`src/inc/uapc_pkg.sv`:
```
// constants for the phone audio control register bank
package uapc_pkg;
    localparam logic [7:0] ADDR_GEN_CTRL = 8'h00;
    localparam logic [7:0] ADDR_SER_CTRL = 8'h01;
    localparam logic [7:0] ADDR_FS_CFG = 8'h02;
    localparam logic [7:0] ADDR_WR_CNT = 8'h05;
    localparam logic [7:0] ADDR_RD_CNT = 8'h06;
    localparam logic [7:0] ADDR_AUX_DATA = 8'h12;
    localparam logic [7:0] ADDR_AUX_DIR = 8'h13;
    localparam logic [7:0] ADDR_AUX_POL = 8'h14;
    localparam logic [7:0] ADDR_AUX_WAKE = 8'h15;
    localparam logic [7:0] ADDR_SRAM_DLY = 8'h17;
    localparam logic [7:0] ADDR_POLL = 8'h18;
    localparam logic [7:0] ADDR_AUDIO_CTRL = 8'h1F;
    localparam logic [7:0] ADDR_MIC_MUTE = 8'h20;
    localparam logic [7:0] ADDR_SPK_MUTE = 8'h21;
    localparam logic [7:0] ADDR_MIC_GAIN_LO = 8'h22;
    localparam logic [7:0] ADDR_MIC_GAIN_HI = 8'h23;
    localparam logic [7:0] ADDR_INT_LAST = 8'h30;
    localparam logic [7:0] ADDR_PERIPH_FIRST = 8'hC0;
    // reset values
    localparam logic [7:0] RST_GEN_CTRL = 8'h40;
    localparam logic [15:0] RST_MIC_GAIN = 16'hF600;
    // writable masks, reserved bits dropped
    localparam logic [7:0] MASK_GEN_CTRL = 8'hDD;
    localparam logic [7:0] MASK_SER_CTRL = 8'hCD;
    localparam logic [7:0] MASK_FS_CFG = 8'hE0;
    localparam logic [7:0] MASK_AUX = 8'h7F;
    localparam logic [7:0] MASK_AUX_DIR = 8'h6F;
    localparam logic [7:0] MASK_SRAM_DLY = 8'h30;
    localparam logic [7:0] MASK_AUDIO_CTRL = 8'h7E;
    // field positions
    localparam int GC_EXT_RST = 0;
    localparam int GC_SUB_RST = 2;
    localparam int GC_AUX_HA = 3;
    localparam int GC_AUX_SUSP = 4;
    localparam int GC_USB_RST_DIS = 6;
    localparam int GC_PCLK_DIS = 7;
    localparam int SB_DOUT_EN = 0;
    localparam int SB_CLK_INV = 2;
    localparam int SB_FORCE_LOW = 3;
    localparam int SB_CLK_SEL = 6;
    localparam int FS_MASTER_N = 5;
    localparam int FS_OUT_INV = 6;
    localparam int FS_SRC = 7;
    localparam int SD_DLY = 4;
    localparam int PL_EN = 6;
    localparam int AC_TDM_RST = 1;
    localparam int AC_MASTER = 2;
    localparam int AC_CLK_INV = 3;
    localparam int AC_USB_RST_EN = 4;
    localparam int AC_DOUT_DIS = 5;
    localparam int AC_FORCE_LOW = 6;
    localparam int AUX_LINES = 7;
    // doubler high period and strobe delay, ns
    localparam int CLK_HIGH_NS_1 = 30;
    localparam int CLK_HIGH_NS_2 = 60;
    localparam int CLK_HIGH_NS_3 = 90;
    localparam int WR_DLY_NS_0 = 8;
    localparam int WR_DLY_NS_1 = 4;
    localparam int WR_DLY_NS_2 = 12;
    localparam int WR_DLY_NS_3 = 16;
    localparam logic [1:0] POLL_ON = 2'b11;
    // mic gain step thresholds
    localparam logic [15:0] GAIN_UP4_MIN = 16'hFE00;
    localparam logic [15:0] GAIN_UP2_MIN = 16'hFB00;
    localparam logic [15:0] GAIN_UNITY_MIN = 16'hF200;
    localparam logic [15:0] GAIN_DN2_MIN = 16'hD800;
    localparam logic [15:0] GAIN_DN4_MIN = 16'h8000;
    localparam logic [2:0] STEP_UP4 = 3'h4;
    localparam logic [2:0] STEP_UP2 = 3'h3;
    localparam logic [2:0] STEP_UNITY = 3'h2;
    localparam logic [2:0] STEP_DN2 = 3'h1;
    localparam logic [2:0] STEP_DN4 = 3'h0;
endpackage

```
`src/hdl/uapc_regs.sv`:
```
// register bank and control decode of the phone audio controller
`timescale 1ns/100ps
`default_nettype none
module uapc_regs (
    input wire logic ref_clk,
    input wire logic rst,
    input wire logic audio_class_mode,
    input wire logic reg_wr,
    input wire logic reg_rd,
    input wire logic [7:0] reg_addr,
    input wire logic [7:0] reg_wdata,
    output logic [7:0] reg_rdata,
    output logic reg_rvalid,
    input wire logic [7:0] periph_rdata,
    output logic periph_wr,
    output logic periph_rd,
    output logic [5:0] peripheral_address_line,
    output logic [7:0] periph_wdata,
    input wire logic vendor_wr_byte,
    input wire logic vendor_rd_byte,
    input wire logic vendor_cmd_start,
    input wire logic [6:0] aux_in,
    output logic [6:0] aux_out,
    output logic [6:0] aux_oe,
    input wire logic suspend_active,
    output logic wake_event,
    output logic parallel_clock_output_disable,
    output logic usb_reset_response_en,
    output logic subscriber_bus_reset,
    output logic peripheral_reset_out_n,
    output logic clk_doubler_en,
    output logic [6:0] clk_high_ns,
    output logic dout_force_low,
    output logic serial_clk_invert,
    output logic dout_enable,
    output logic frame_sync_src_serial_data_clock,
    output logic serial_pins_output,
    output logic tdm_clk_out_invert,
    output logic tdm_reset,
    output logic [4:0] wr_strobe_delay_ns,
    output logic poll_active,
    output logic [5:0] poll_address,
    output logic mic_muted,
    output logic speaker_muted,
    output logic [2:0] mic_gain_step
);
    logic [7:0] general_control;
    logic [7:0] serial_bus_control;
    logic [7:0] frame_sync_master_config;
    logic [7:0] write_byte_count;
    logic [7:0] read_byte_count;
    logic [7:0] spare_line_levels;
    logic [7:0] spare_line_directions;
    logic [7:0] wake_invert_bits;
    logic [7:0] wake_select_bits;
    logic [7:0] sram_write_delay;
    logic [7:0] interrupt_poll_address;
    logic [7:0] audio_class_control;
    logic [7:0] mic_mute_field;
    logic [7:0] speaker_mute_field;
    logic [15:0] mic_gain_field;
    logic [6:0] aux_meta;
    logic [6:0] aux_sync;

    // address decode
    wire internal_hit = reg_addr <= uapc_pkg::ADDR_INT_LAST;
    wire periph_hit = reg_addr >= uapc_pkg::ADDR_PERIPH_FIRST;
    wire int_wr = reg_wr && internal_hit;
    wire wr_gen = int_wr && reg_addr == uapc_pkg::ADDR_GEN_CTRL;
    wire wr_ser = int_wr && reg_addr == uapc_pkg::ADDR_SER_CTRL;
    wire wr_fs = int_wr && reg_addr == uapc_pkg::ADDR_FS_CFG;
    wire wr_aux_d = int_wr && reg_addr == uapc_pkg::ADDR_AUX_DATA;
    wire wr_aux_c = int_wr && reg_addr == uapc_pkg::ADDR_AUX_DIR;
    wire wr_aux_p = int_wr && reg_addr == uapc_pkg::ADDR_AUX_POL;
    wire wr_aux_w = int_wr && reg_addr == uapc_pkg::ADDR_AUX_WAKE;
    wire wr_sram = int_wr && reg_addr == uapc_pkg::ADDR_SRAM_DLY;
    wire wr_poll = int_wr && reg_addr == uapc_pkg::ADDR_POLL;
    wire wr_audio = int_wr && reg_addr == uapc_pkg::ADDR_AUDIO_CTRL;
    wire wr_mmute = int_wr && reg_addr == uapc_pkg::ADDR_MIC_MUTE;
    wire wr_smute = int_wr && reg_addr == uapc_pkg::ADDR_SPK_MUTE;
    wire wr_glo = int_wr && reg_addr == uapc_pkg::ADDR_MIC_GAIN_LO;
    wire wr_ghi = int_wr && reg_addr == uapc_pkg::ADDR_MIC_GAIN_HI;

    // aux 4 has no direction bit of its own
    wire [6:0] eff_dir = {spare_line_directions[6:5], spare_line_directions[3],
                          spare_line_directions[3:0]};
    // repurposed lines are driven by the alternate function
    wire [6:0] alt_sel = {4'h0, general_control[uapc_pkg::GC_AUX_SUSP],
                          {2{general_control[uapc_pkg::GC_AUX_HA]}}};
    wire [6:0] alt_val = {4'h0, ~suspend_active, peripheral_address_line[5:4]};
    wire [6:0] next_aux_oe = eff_dir | alt_sel;
    // writes only reach the pin where the line is an output
    wire [6:0] next_aux_out = (alt_sel & alt_val) |
                              (~alt_sel & eff_dir & spare_line_levels[6:0]);
    // polarity only feeds the wake comparator, data reads see raw pins
    wire [6:0] wake_lvl = aux_sync ^ wake_invert_bits[6:0];
    wire next_wake = |(wake_lvl & wake_select_bits[6:0]);

    // read mux, unmapped internal offsets read zero
    logic [7:0] rd_mux;
    always_comb begin
        case (reg_addr)
            uapc_pkg::ADDR_GEN_CTRL: rd_mux = general_control;
            uapc_pkg::ADDR_SER_CTRL: rd_mux = serial_bus_control;
            uapc_pkg::ADDR_FS_CFG: rd_mux = frame_sync_master_config;
            uapc_pkg::ADDR_WR_CNT: rd_mux = write_byte_count;
            uapc_pkg::ADDR_RD_CNT: rd_mux = read_byte_count;
            uapc_pkg::ADDR_AUX_DATA: rd_mux = {1'b0, aux_sync};
            uapc_pkg::ADDR_AUX_DIR: rd_mux = spare_line_directions;
            uapc_pkg::ADDR_AUX_POL: rd_mux = wake_invert_bits;
            uapc_pkg::ADDR_AUX_WAKE: rd_mux = wake_select_bits;
            uapc_pkg::ADDR_SRAM_DLY: rd_mux = sram_write_delay;
            uapc_pkg::ADDR_POLL: rd_mux = interrupt_poll_address;
            uapc_pkg::ADDR_AUDIO_CTRL: rd_mux = audio_class_control;
            uapc_pkg::ADDR_MIC_MUTE: rd_mux = mic_mute_field;
            uapc_pkg::ADDR_SPK_MUTE: rd_mux = speaker_mute_field;
            uapc_pkg::ADDR_MIC_GAIN_LO: rd_mux = mic_gain_field[7:0];
            uapc_pkg::ADDR_MIC_GAIN_HI: rd_mux = mic_gain_field[15:8];
            default: rd_mux = 8'h00;
        endcase
    end
    wire [7:0] next_rdata = periph_hit ? periph_rdata : rd_mux;

    // doubler high period per select code
    logic [6:0] next_high_ns;
    wire [1:0] clk_sel = serial_bus_control[uapc_pkg::SB_CLK_SEL +: 2];
    always_comb begin
        case (clk_sel)
            2'b01: next_high_ns = 7'(uapc_pkg::CLK_HIGH_NS_1);
            2'b10: next_high_ns = 7'(uapc_pkg::CLK_HIGH_NS_2);
            2'b11: next_high_ns = 7'(uapc_pkg::CLK_HIGH_NS_3);
            default: next_high_ns = 7'h00;
        endcase
    end

    // write strobe delay per code; note 01 is the shortest, not 00
    logic [4:0] next_dly;
    always_comb begin
        case (sram_write_delay[uapc_pkg::SD_DLY +: 2])
            2'b00: next_dly = 5'(uapc_pkg::WR_DLY_NS_0);
            2'b01: next_dly = 5'(uapc_pkg::WR_DLY_NS_1);
            2'b10: next_dly = 5'(uapc_pkg::WR_DLY_NS_2);
            default: next_dly = 5'(uapc_pkg::WR_DLY_NS_3);
        endcase
    end

    // five-step mic gain by range, top of range is the loudest
    logic [2:0] next_step;
    always_comb begin
        if (mic_gain_field >= uapc_pkg::GAIN_UP4_MIN || mic_gain_field < uapc_pkg::GAIN_DN4_MIN) begin
            next_step = uapc_pkg::STEP_UP4;
        end else if (mic_gain_field >= uapc_pkg::GAIN_UP2_MIN) begin
            next_step = uapc_pkg::STEP_UP2;
        end else if (mic_gain_field >= uapc_pkg::GAIN_UNITY_MIN) begin
            next_step = uapc_pkg::STEP_UNITY;
        end else if (mic_gain_field >= uapc_pkg::GAIN_DN2_MIN) begin
            next_step = uapc_pkg::STEP_DN2;
        end else begin
            next_step = uapc_pkg::STEP_DN4;
        end
    end

    // mode-dependent serial controls: audio class mode uses its own register
    wire gc_usb = ~general_control[uapc_pkg::GC_USB_RST_DIS];
    wire ac_usb = audio_class_control[uapc_pkg::AC_USB_RST_EN];
    wire next_usb_en = audio_class_mode ? ac_usb : gc_usb;
    wire next_sub_rst = ~audio_class_mode &&
                        general_control[uapc_pkg::GC_SUB_RST];
    wire next_force = audio_class_mode ? audio_class_control[uapc_pkg::AC_FORCE_LOW] :
                      serial_bus_control[uapc_pkg::SB_FORCE_LOW];
    wire next_dout_en = audio_class_mode ? ~audio_class_control[uapc_pkg::AC_DOUT_DIS] :
                        serial_bus_control[uapc_pkg::SB_DOUT_EN];
    wire next_clk_inv = audio_class_mode ? audio_class_control[uapc_pkg::AC_CLK_INV] :
                        serial_bus_control[uapc_pkg::SB_CLK_INV];
    wire next_master = audio_class_mode ? audio_class_control[uapc_pkg::AC_MASTER] :
                       ~frame_sync_master_config[uapc_pkg::FS_MASTER_N];
    wire next_out_inv = ~audio_class_mode && next_master &&
                        frame_sync_master_config[uapc_pkg::FS_OUT_INV];
    wire next_tdm_rst = audio_class_mode &&
                        audio_class_control[uapc_pkg::AC_TDM_RST];
    wire next_poll = interrupt_poll_address[uapc_pkg::PL_EN +: 2] == uapc_pkg::POLL_ON;

    // aux input synchroniser, pins are asynchronous
    always_ff @(posedge ref_clk) begin
        aux_meta <= aux_in;
        aux_sync <= aux_meta;
    end

    // software registers, reserved bits masked on write
    always_ff @(posedge ref_clk) begin
        if (rst) begin
            general_control <= uapc_pkg::RST_GEN_CTRL;
            serial_bus_control <= 8'h00;
            frame_sync_master_config <= 8'h00;
            spare_line_levels <= 8'h00;
            spare_line_directions <= 8'h00;
            wake_invert_bits <= 8'h00;
            wake_select_bits <= 8'h00;
            sram_write_delay <= 8'h00;
            interrupt_poll_address <= 8'h00;
            audio_class_control <= 8'h00;
            mic_mute_field <= 8'h00;
            speaker_mute_field <= 8'h00;
            mic_gain_field <= uapc_pkg::RST_MIC_GAIN;
        end else begin
            if (wr_gen) general_control <= reg_wdata & uapc_pkg::MASK_GEN_CTRL;
            if (wr_ser) serial_bus_control <= reg_wdata & uapc_pkg::MASK_SER_CTRL;
            if (wr_fs) frame_sync_master_config <= reg_wdata & uapc_pkg::MASK_FS_CFG;
            if (wr_aux_d) spare_line_levels <= reg_wdata & uapc_pkg::MASK_AUX;
            if (wr_aux_c) spare_line_directions <= reg_wdata & uapc_pkg::MASK_AUX_DIR;
            if (wr_aux_p) wake_invert_bits <= reg_wdata & uapc_pkg::MASK_AUX;
            if (wr_aux_w) wake_select_bits <= reg_wdata & uapc_pkg::MASK_AUX;
            if (wr_sram) sram_write_delay <= reg_wdata & uapc_pkg::MASK_SRAM_DLY;
            if (wr_poll) interrupt_poll_address <= reg_wdata;
            if (wr_audio) audio_class_control <= reg_wdata & uapc_pkg::MASK_AUDIO_CTRL;
            if (wr_mmute) mic_mute_field <= reg_wdata;
            if (wr_smute) speaker_mute_field <= reg_wdata;
            if (wr_glo) mic_gain_field[7:0] <= reg_wdata;
            if (wr_ghi) mic_gain_field[15:8] <= reg_wdata;
        end
    end

    // vendor byte counters restart with each vendor command
    always_ff @(posedge ref_clk) begin
        if (rst || vendor_cmd_start) begin
            write_byte_count <= 8'h00;
            read_byte_count <= 8'h00;
        end else begin
            if (vendor_wr_byte) write_byte_count <= write_byte_count + 8'h01;
            if (vendor_rd_byte) read_byte_count <= read_byte_count + 8'h01;
        end
    end

    // bus answer and peripheral forwarding, one cycle after the request
    always_ff @(posedge ref_clk) begin
        if (rst) begin
            reg_rdata <= 8'h00;
            reg_rvalid <= 1'b0;
            periph_wr <= 1'b0;
            periph_rd <= 1'b0;
            peripheral_address_line <= 6'h00;
            periph_wdata <= 8'h00;
        end else begin
            reg_rdata <= reg_rd ? next_rdata : reg_rdata;
            reg_rvalid <= reg_rd;
            periph_wr <= reg_wr && periph_hit;
            periph_rd <= reg_rd && periph_hit;
            if ((reg_wr || reg_rd) && periph_hit) begin
                peripheral_address_line <= reg_addr[5:0];
                periph_wdata <= reg_wdata;
            end
        end
    end

    // registered control outputs
    always_ff @(posedge ref_clk) begin
        if (rst) begin
            aux_out <= 7'h00;
            aux_oe <= 7'h00;
            wake_event <= 1'b0;
            parallel_clock_output_disable <= 1'b1;
            usb_reset_response_en <= 1'b0;
            subscriber_bus_reset <= 1'b0;
            peripheral_reset_out_n <= 1'b0;
            clk_doubler_en <= 1'b0;
            clk_high_ns <= 7'h00;
            dout_force_low <= 1'b0;
            serial_clk_invert <= 1'b0;
            dout_enable <= 1'b0;
            frame_sync_src_serial_data_clock <= 1'b0;
            serial_pins_output <= 1'b0;
            tdm_clk_out_invert <= 1'b0;
            tdm_reset <= 1'b0;
            wr_strobe_delay_ns <= 5'h00;
            poll_active <= 1'b0;
            poll_address <= 6'h00;
            mic_muted <= 1'b0;
            speaker_muted <= 1'b0;
            mic_gain_step <= uapc_pkg::STEP_UNITY;
        end else begin
            aux_out <= next_aux_out;
            aux_oe <= next_aux_oe;
            wake_event <= next_wake;
            parallel_clock_output_disable <= general_control[uapc_pkg::GC_PCLK_DIS];
            usb_reset_response_en <= next_usb_en;
            subscriber_bus_reset <= next_sub_rst;
            peripheral_reset_out_n <= general_control[uapc_pkg::GC_EXT_RST];
            clk_doubler_en <= ~audio_class_mode && clk_sel != 2'b00;
            clk_high_ns <= next_high_ns;
            dout_force_low <= next_force;
            serial_clk_invert <= next_clk_inv;
            dout_enable <= next_dout_en;
            frame_sync_src_serial_data_clock <= frame_sync_master_config[uapc_pkg::FS_SRC];
            serial_pins_output <= next_master;
            tdm_clk_out_invert <= next_out_inv;
            tdm_reset <= next_tdm_rst;
            wr_strobe_delay_ns <= next_dly;
            poll_active <= next_poll;
            poll_address <= interrupt_poll_address[5:0];
            mic_muted <= mic_mute_field != 8'h00;
            speaker_muted <= speaker_mute_field != 8'h00;
            mic_gain_step <= next_step;
        end
    end
endmodule
`default_nettype wire

```
`config.mk`:
```
export PLATFORM = sky130hd
export DESIGN_NAME = uapc_regs
export DESIGN_NICKNAME = d
export VERILOG_FILES = /design/src/inc/uapc_pkg.sv /design/src/hdl/uapc_regs.sv
export SDC_FILE = /design/constraint.sdc
export NUM_CORES = 1
export LEC_CHECK = 0
export BUFFER_PORTS_ARGS = -buffer_cell sky130_fd_sc_hd__buf_2
export CAP_MARGIN = 0
export CORE_AREA = 2 2 210 130
export CTS_CLUSTER_DIAMETER = 60
export DETAILED_ROUTE_END_ITERATION = 10
export DIE_AREA = 0 0 212 132
export GPL_TIMING_DRIVEN = 0
export PLACE_DENSITY_LB_ADDON = 0.08
export SETUP_SLACK_MARGIN = 0.02
export SYNTH_ARGS = -nofsm -noshare
export SYNTH_HDL_FRONTEND = slang
export SYNTH_SLANG_ARGS = --single-unit
```
`constraint.sdc`:
```
create_clock -name ref_clk -period 4.5 [get_ports ref_clk]
set_clock_uncertainty 0.2 [all_clocks]
set_input_delay 0.9 -clock ref_clk [delete_from_list [all_inputs] [get_ports ref_clk]]
set_output_delay 0.9 -clock ref_clk [all_outputs]
set_load 0.02 [all_outputs]
```
-- Word level (Yosys, flattened, before mapping)
Cells that the tools add are included.
- bits in registers: 195
- input bits: 40
- word-level logic and storage cells: 136
- output and inout bits: 76
- reduce and logical (&&, ||, !) cells: 33
- add/subtract/negate cells: 2
- bitwise operators: 13
- mux-type cells: 13
- $lt $le $gt $ge: 7
- equality and inequality tests: 21
- operator list (cell ; count):
    8-bit one-hot mux with 16 select lines ; 1
    16-bit greater-or-equal comparator (second input constant) ; 4
    8-bit by 5-bit equality test with 1-bit output (second input constant) ; 7
    8-bit by 6-bit equality test with 1-bit output (second input constant) ; 4
    1-bit logical AND ; 23
    7-bit bitwise AND ; 3
    7-bit one-hot mux with 3 select lines ; 1
    8-bit by 1-bit adder with 8-bit output (second input constant) ; 2
    8-bit by 3-bit equality test with 1-bit output (second input constant) ; 2
    16-bit < comparator (second input constant) ; 1
    8-bit nonzero test ; 2
    5-bit one-hot mux with 3 select lines ; 1
    2-bit equality test (second input constant) ; 4
    8-bit by 1-bit equality test with 1-bit output (second input constant) ; 1
    8-bit by 2-bit equality test with 1-bit output (second input constant) ; 1
    8-bit greater-or-equal comparator (second input constant) ; 1
    8-bit by 6-bit <= comparator with 1-bit output (second input constant) ; 1
    8-bit zero test ; 1
    8-bit two-way mux ; 1
    3-bit NOT with 7-bit output ; 1
    3-bit by 7-bit OR with 7-bit output ; 1
    7-bit by 3-bit OR with 7-bit output ; 1
    7-bit OR reduction ; 1
    7-bit XOR ; 1
    10 further kinds ; 23

-- Logic depth before layout (Yosys ltp)
- depth in word-level cells: 5
- gate-level depth with buffers: 9
- depth with buffers taken out: 6

-- Worst setup path before layout
OpenSTA, ideal clock, no wires.
- path kind: input -> register
- start: in reg_addr[3]
- end: reg general_control[6]
- buffers on the path: 2
- setup time: 0.120 ns
- cell stages on the path: 7
- arrival time: 2.446 ns
- path slack: 1.734 ns
- data required time: 4.180 ns
- cells stage by stage: buf_6 > or4_4 > nor3_4 > and3_1 > buf_4 > nor2b_1 > a211o_1
- word-level cells in the longest chain between the ends: 3
- elaborated cells on any way between the ends: 4
- classes of those cells: order compare (1); reduce/logical (3)
- ends and longest elaborated chain (what ; RTL line ; source):
    start, declared ; uapc_regs.sv:10 ; input wire logic [7:0] reg_addr,
    8-bit by 6-bit <= comparator with 1-bit output ; uapc_regs.sv:66 ; wire internal_hit = reg_addr <= uapc_pkg::ADDR_INT_LAST;
    1-bit logical AND ; uapc_regs.sv:68 ; wire int_wr = reg_wr && internal_hit;
    1-bit logical AND (*) ; uapc_regs.sv:69 ; wire wr_gen = int_wr && reg_addr == uapc_pkg::ADDR_GEN_CTRL;
    end signal, assigned ; uapc_regs.sv:192 ; general_control <= uapc_pkg::RST_GEN_CTRL;
    end signal, assigned ; uapc_regs.sv:206 ; if (wr_gen) general_control <= reg_wdata & uapc_pkg::MASK_GEN_CTRL;
    end, declared ; uapc_regs.sv:47 ; logic [7:0] general_control;
Every way passes the cells marked *; elsewhere a longest branch is shown, timed or not.
A chain may end at the register's enable or synchronous reset.

-- Worst setup path after layout
- start: in reg_addr[1]
- end: reg reg_rdata[0]
- word-level cells in the longest chain between the ends: 3
- elaborated cells on any way between the ends: 19
- classes of those cells: order compare (1); eq/ne (15); mux (2); reduce/logical (1)
- ends and longest elaborated chain (what ; RTL line ; source):
    8-bit by 6-bit equality test with 1-bit output, or another cell as far along ; uapc_regs.sv:102 ; case (reg_addr)
    8-bit one-hot mux with 16 select lines ; uapc_regs.sv:102 ;
    8-bit two-way mux (*) ; uapc_regs.sv:122 ; wire [7:0] next_rdata = periph_hit ? periph_rdata : rd_mux;
    end signal, assigned ; uapc_regs.sv:244 ; reg_rdata <= reg_rd ? next_rdata : reg_rdata;
    end, declared ; uapc_regs.sv:12 ; output logic [7:0] reg_rdata,
Marks and branches as above.

==> impl_metrics.toml <==
[synthesis]
synth_edf_count = 0
synth_xor_xnor_area_share_pct = 1.87
synth-compound-area-share_pct = 11.9
synth_ff_type = "dfxtp_1"
async_reset_ff_share_pct = 0
synthSimpleGateAreaFrac_pct = 21.2
synth_area_um2 = 7950
ys_ff_latch = 190
synthAdderAreaFrac_pct = 1.42
yosys.cell_types.count = 66
yosysWarningCount = 0
muxShareOfSynthArea_pct = 11.3
yosys-top-cells-area = "dfxtp_1 (48%), mux2i_1 (10%), nor2_1 (5.2%), a21oi_1 (3.3%), nand2_1 (3.1%)"
synth_seq_area_share_pct = 47.9
synth_top_family_by_area = "simple AND/OR/NAND/NOR gates"
synth_top_cell_by_area = "dfxtp_1"
synth_top_area_share_pct = 47.9
syn-instance-count = 846
avgSynthCellArea_um2 = 9.39

[floorplanning]
start_util_pct = 30.6
rows = 46
core-area_um2 = 26000
die_w_um = 212
fp.dieH_um = 132
dieArea_um2 = 28000
ioPinCount = 116

[cells_and_area]
drive_gt1_share_pct = 18.5
final_common_cell = "dfxtp_1"
n_antenna_cell = 0
area_growth_pct = 20.0
nets = 1021
fin_util_pct = 36.7
n_fill_cell = 2752
final_area_um2 = 9540
final_cell_mix = "dfxtp_1 (190), buf_2 (119), nor2_1 (111)"

[pwr]
p_leak_nw = 3.71
ir_drop_mv = 0.182
power_density_nw_per_um2 = 372

[cts]
cts_hold_buf = 0
cts.repair.resized = 0
cts_tree = "done"
cts_sinks = 190
clkLatencyLatePin_ns = 0.45
cts_root_buf = "clkbuf_16"
clock_path_buffers = 2
cts_setup_buffers = 0
cts.clk_slew.worst_paths_ns = 0.07
htreeDepth = 4
cts_buffers = 17

[worst_hold_path]
hold_class = "register to register"

[sta]
relSlewSlack_pct = 18.2
hold_ws_ns = 0.130
rsz0062_at_grt = "no"
period_needed_ns = 3.76
period_share_pct = 83.7
finalMaxSlewViolations = 0
tns_ns = 0
worst_pin_slew_ns = 1.20
final-setup-viol-count = 0
max_freq_mhz = 266
hold_viol = 0

[critical_path]
start_kind = "primary input"
slowest_stage = "a2111oi_0"
worstSetupEndpointType = "register"
timing.critical_path.cells = "buf_2 > buf_2 > clkbuf_1 > mux2i_1 > nor2_1 > a21oi_1 > o211ai_1 > a2111oi_0 > o21ai_0"
required_ns = 4.60
arrival_ns = 3.86
crit_type = "primary input to register"
max_stage_delay_ns = 1.02
critical_path.max_fanout = 10
cp_common_cell = "buf_2"

[place]
io_buffer_count = 105
dp_hpwl_um = 22800
gp_congestion = 0.911
placed_area_um2 = 8930

[global_routing]
grt_max_degree = 17
grt_pass1_vias = 6501
grt_pass1_wl_um = 44100
grt_usage_pct = 21.9
antenna_found_initial = 0
grt_overflow = 0

[detailed_routing]
drtIter0Drc = 530
routed_wl_um = 30100
routedWlPerCell_um = 22.4
drc = 0
vias = 6755
drt_pass1_iterations = 7
post_drt_via_cell_ratio = 5.03
ant_nets = 0

[job]
drv_cap = 0

[status]
status = "finished clean"
-- cell families (layout without fill, tap and decap cells) --
kind of cell             Yosys count  after routing
AND/OR/NAND/NOR                  329            329
flip-flops                       190            190
AO/OA/AOI/OAI                    138            138
multiplexers                      87             87
buffers and inverters             75            211
XOR/XNOR                          17             17
adder cells (fa/ha/maj)            9              9
other                              1              3
-- cell type report --
class | count | area, µm² | share of cell area [%]
plain buffers | 67 | 318 | 3.33
flip-flops and latches | 190 | 3800 | 39.9
clock buffers | 22 | 474 | 4.97
inverters | 8 | 30.0 | 0.315
multi-input cells | 583 | 3800 | 39.9
repair buffers | 105 | 526 | 5.51
clock inverters | 9 | 133 | 1.39
well taps | 360 | 450 | 4.72
-- metrics by stage --
step	cells	power (W)	setup WS, ns
after floorplan	848	0.00187	1.73
after global placement	1313	0.00198	0.493
after global routing	1344	0.00368	0.766
final	1344	0.00354	0.736
after detailed placement	1313	0.00198	0.474
after CTS	1344	0.00359	0.958
-- power breakdown --
part	switching [W]	internal (W)	total, W
logic	0.000172	0.0000588	0.000231
registers	0.0000133	0.00170	0.00171
clock network	0.000684	0.000918	0.00160
-- state kept, by name (all words and copies together), names as in the netlist, 7 cells and up --
register                count
interrupt_poll_address      8
aux_sync                    7
periph_wdata                8
spare_line_levels           7
mic_mute_field              8
read_byte_count             8
aux_out                     7
aux_meta                    7
wake_select_bits            7
write_byte_count            8
wake_invert_bits            7
speaker_mute_field          8
mic_gain_field             16
reg_rdata                   8
-- cells in the mapped netlist (5+ instances only) --
cell      instances
a32oi_1           5
nor2b_1          31
inv_1             8
a211o_1           8
buf_2            14
a21oi_1          52
or3_1             6
nor3_1           11
o21ai_0          16
a31oi_1           5
nor4_1            9
clkbuf_1         41
nand2_1          65
a22oi_1          14
nor2_1          111
a22o_1            6
nand3_1          37
mux2i_1          82
buf_4             7
and3_1            9
dfxtp_1         190
nand4_1           6
nand3b_1          6
and2_1            8
xor2_1           15
ha_1              9
nor3_4            6
-- critical path, delay by kind of cell --
family | cells | cell delay (ns)
mux | 1 | 0.28
buf+inv | 3 | 0.94
compound gates | 4 | 1.68
simple gates | 1 | 0.06
-- worst paths after layout --
check	startpoint	endpoint	cells past startpoint	slack, ns
max	reg_addr[1]	reg_rdata[0]$_SDFFE_PP0P_	9	0.74
min	aux_meta[0]$_DFF_P_	aux_sync[0]$_DFF_P_	0	0.13
max reg2reg	general_control[2]$_SDFFE_PP0P_	reg_rdata[2]$_SDFFE_PP0P_	6	1.86
min reg2reg	aux_meta[0]$_DFF_P_	aux_sync[0]$_DFF_P_	0	0.13
-- routing by layer --
layer	vias up	GRT usage [%]	part of all wire (%)
met5	-	0	0
met4	0	5.24	0.77
met3	16	5.50	6.3
met2	208	30.3	40
met1	3316	33.4	52
li1	3215	-	-
No activity file was read; power rests on OpenSTA's default activity.
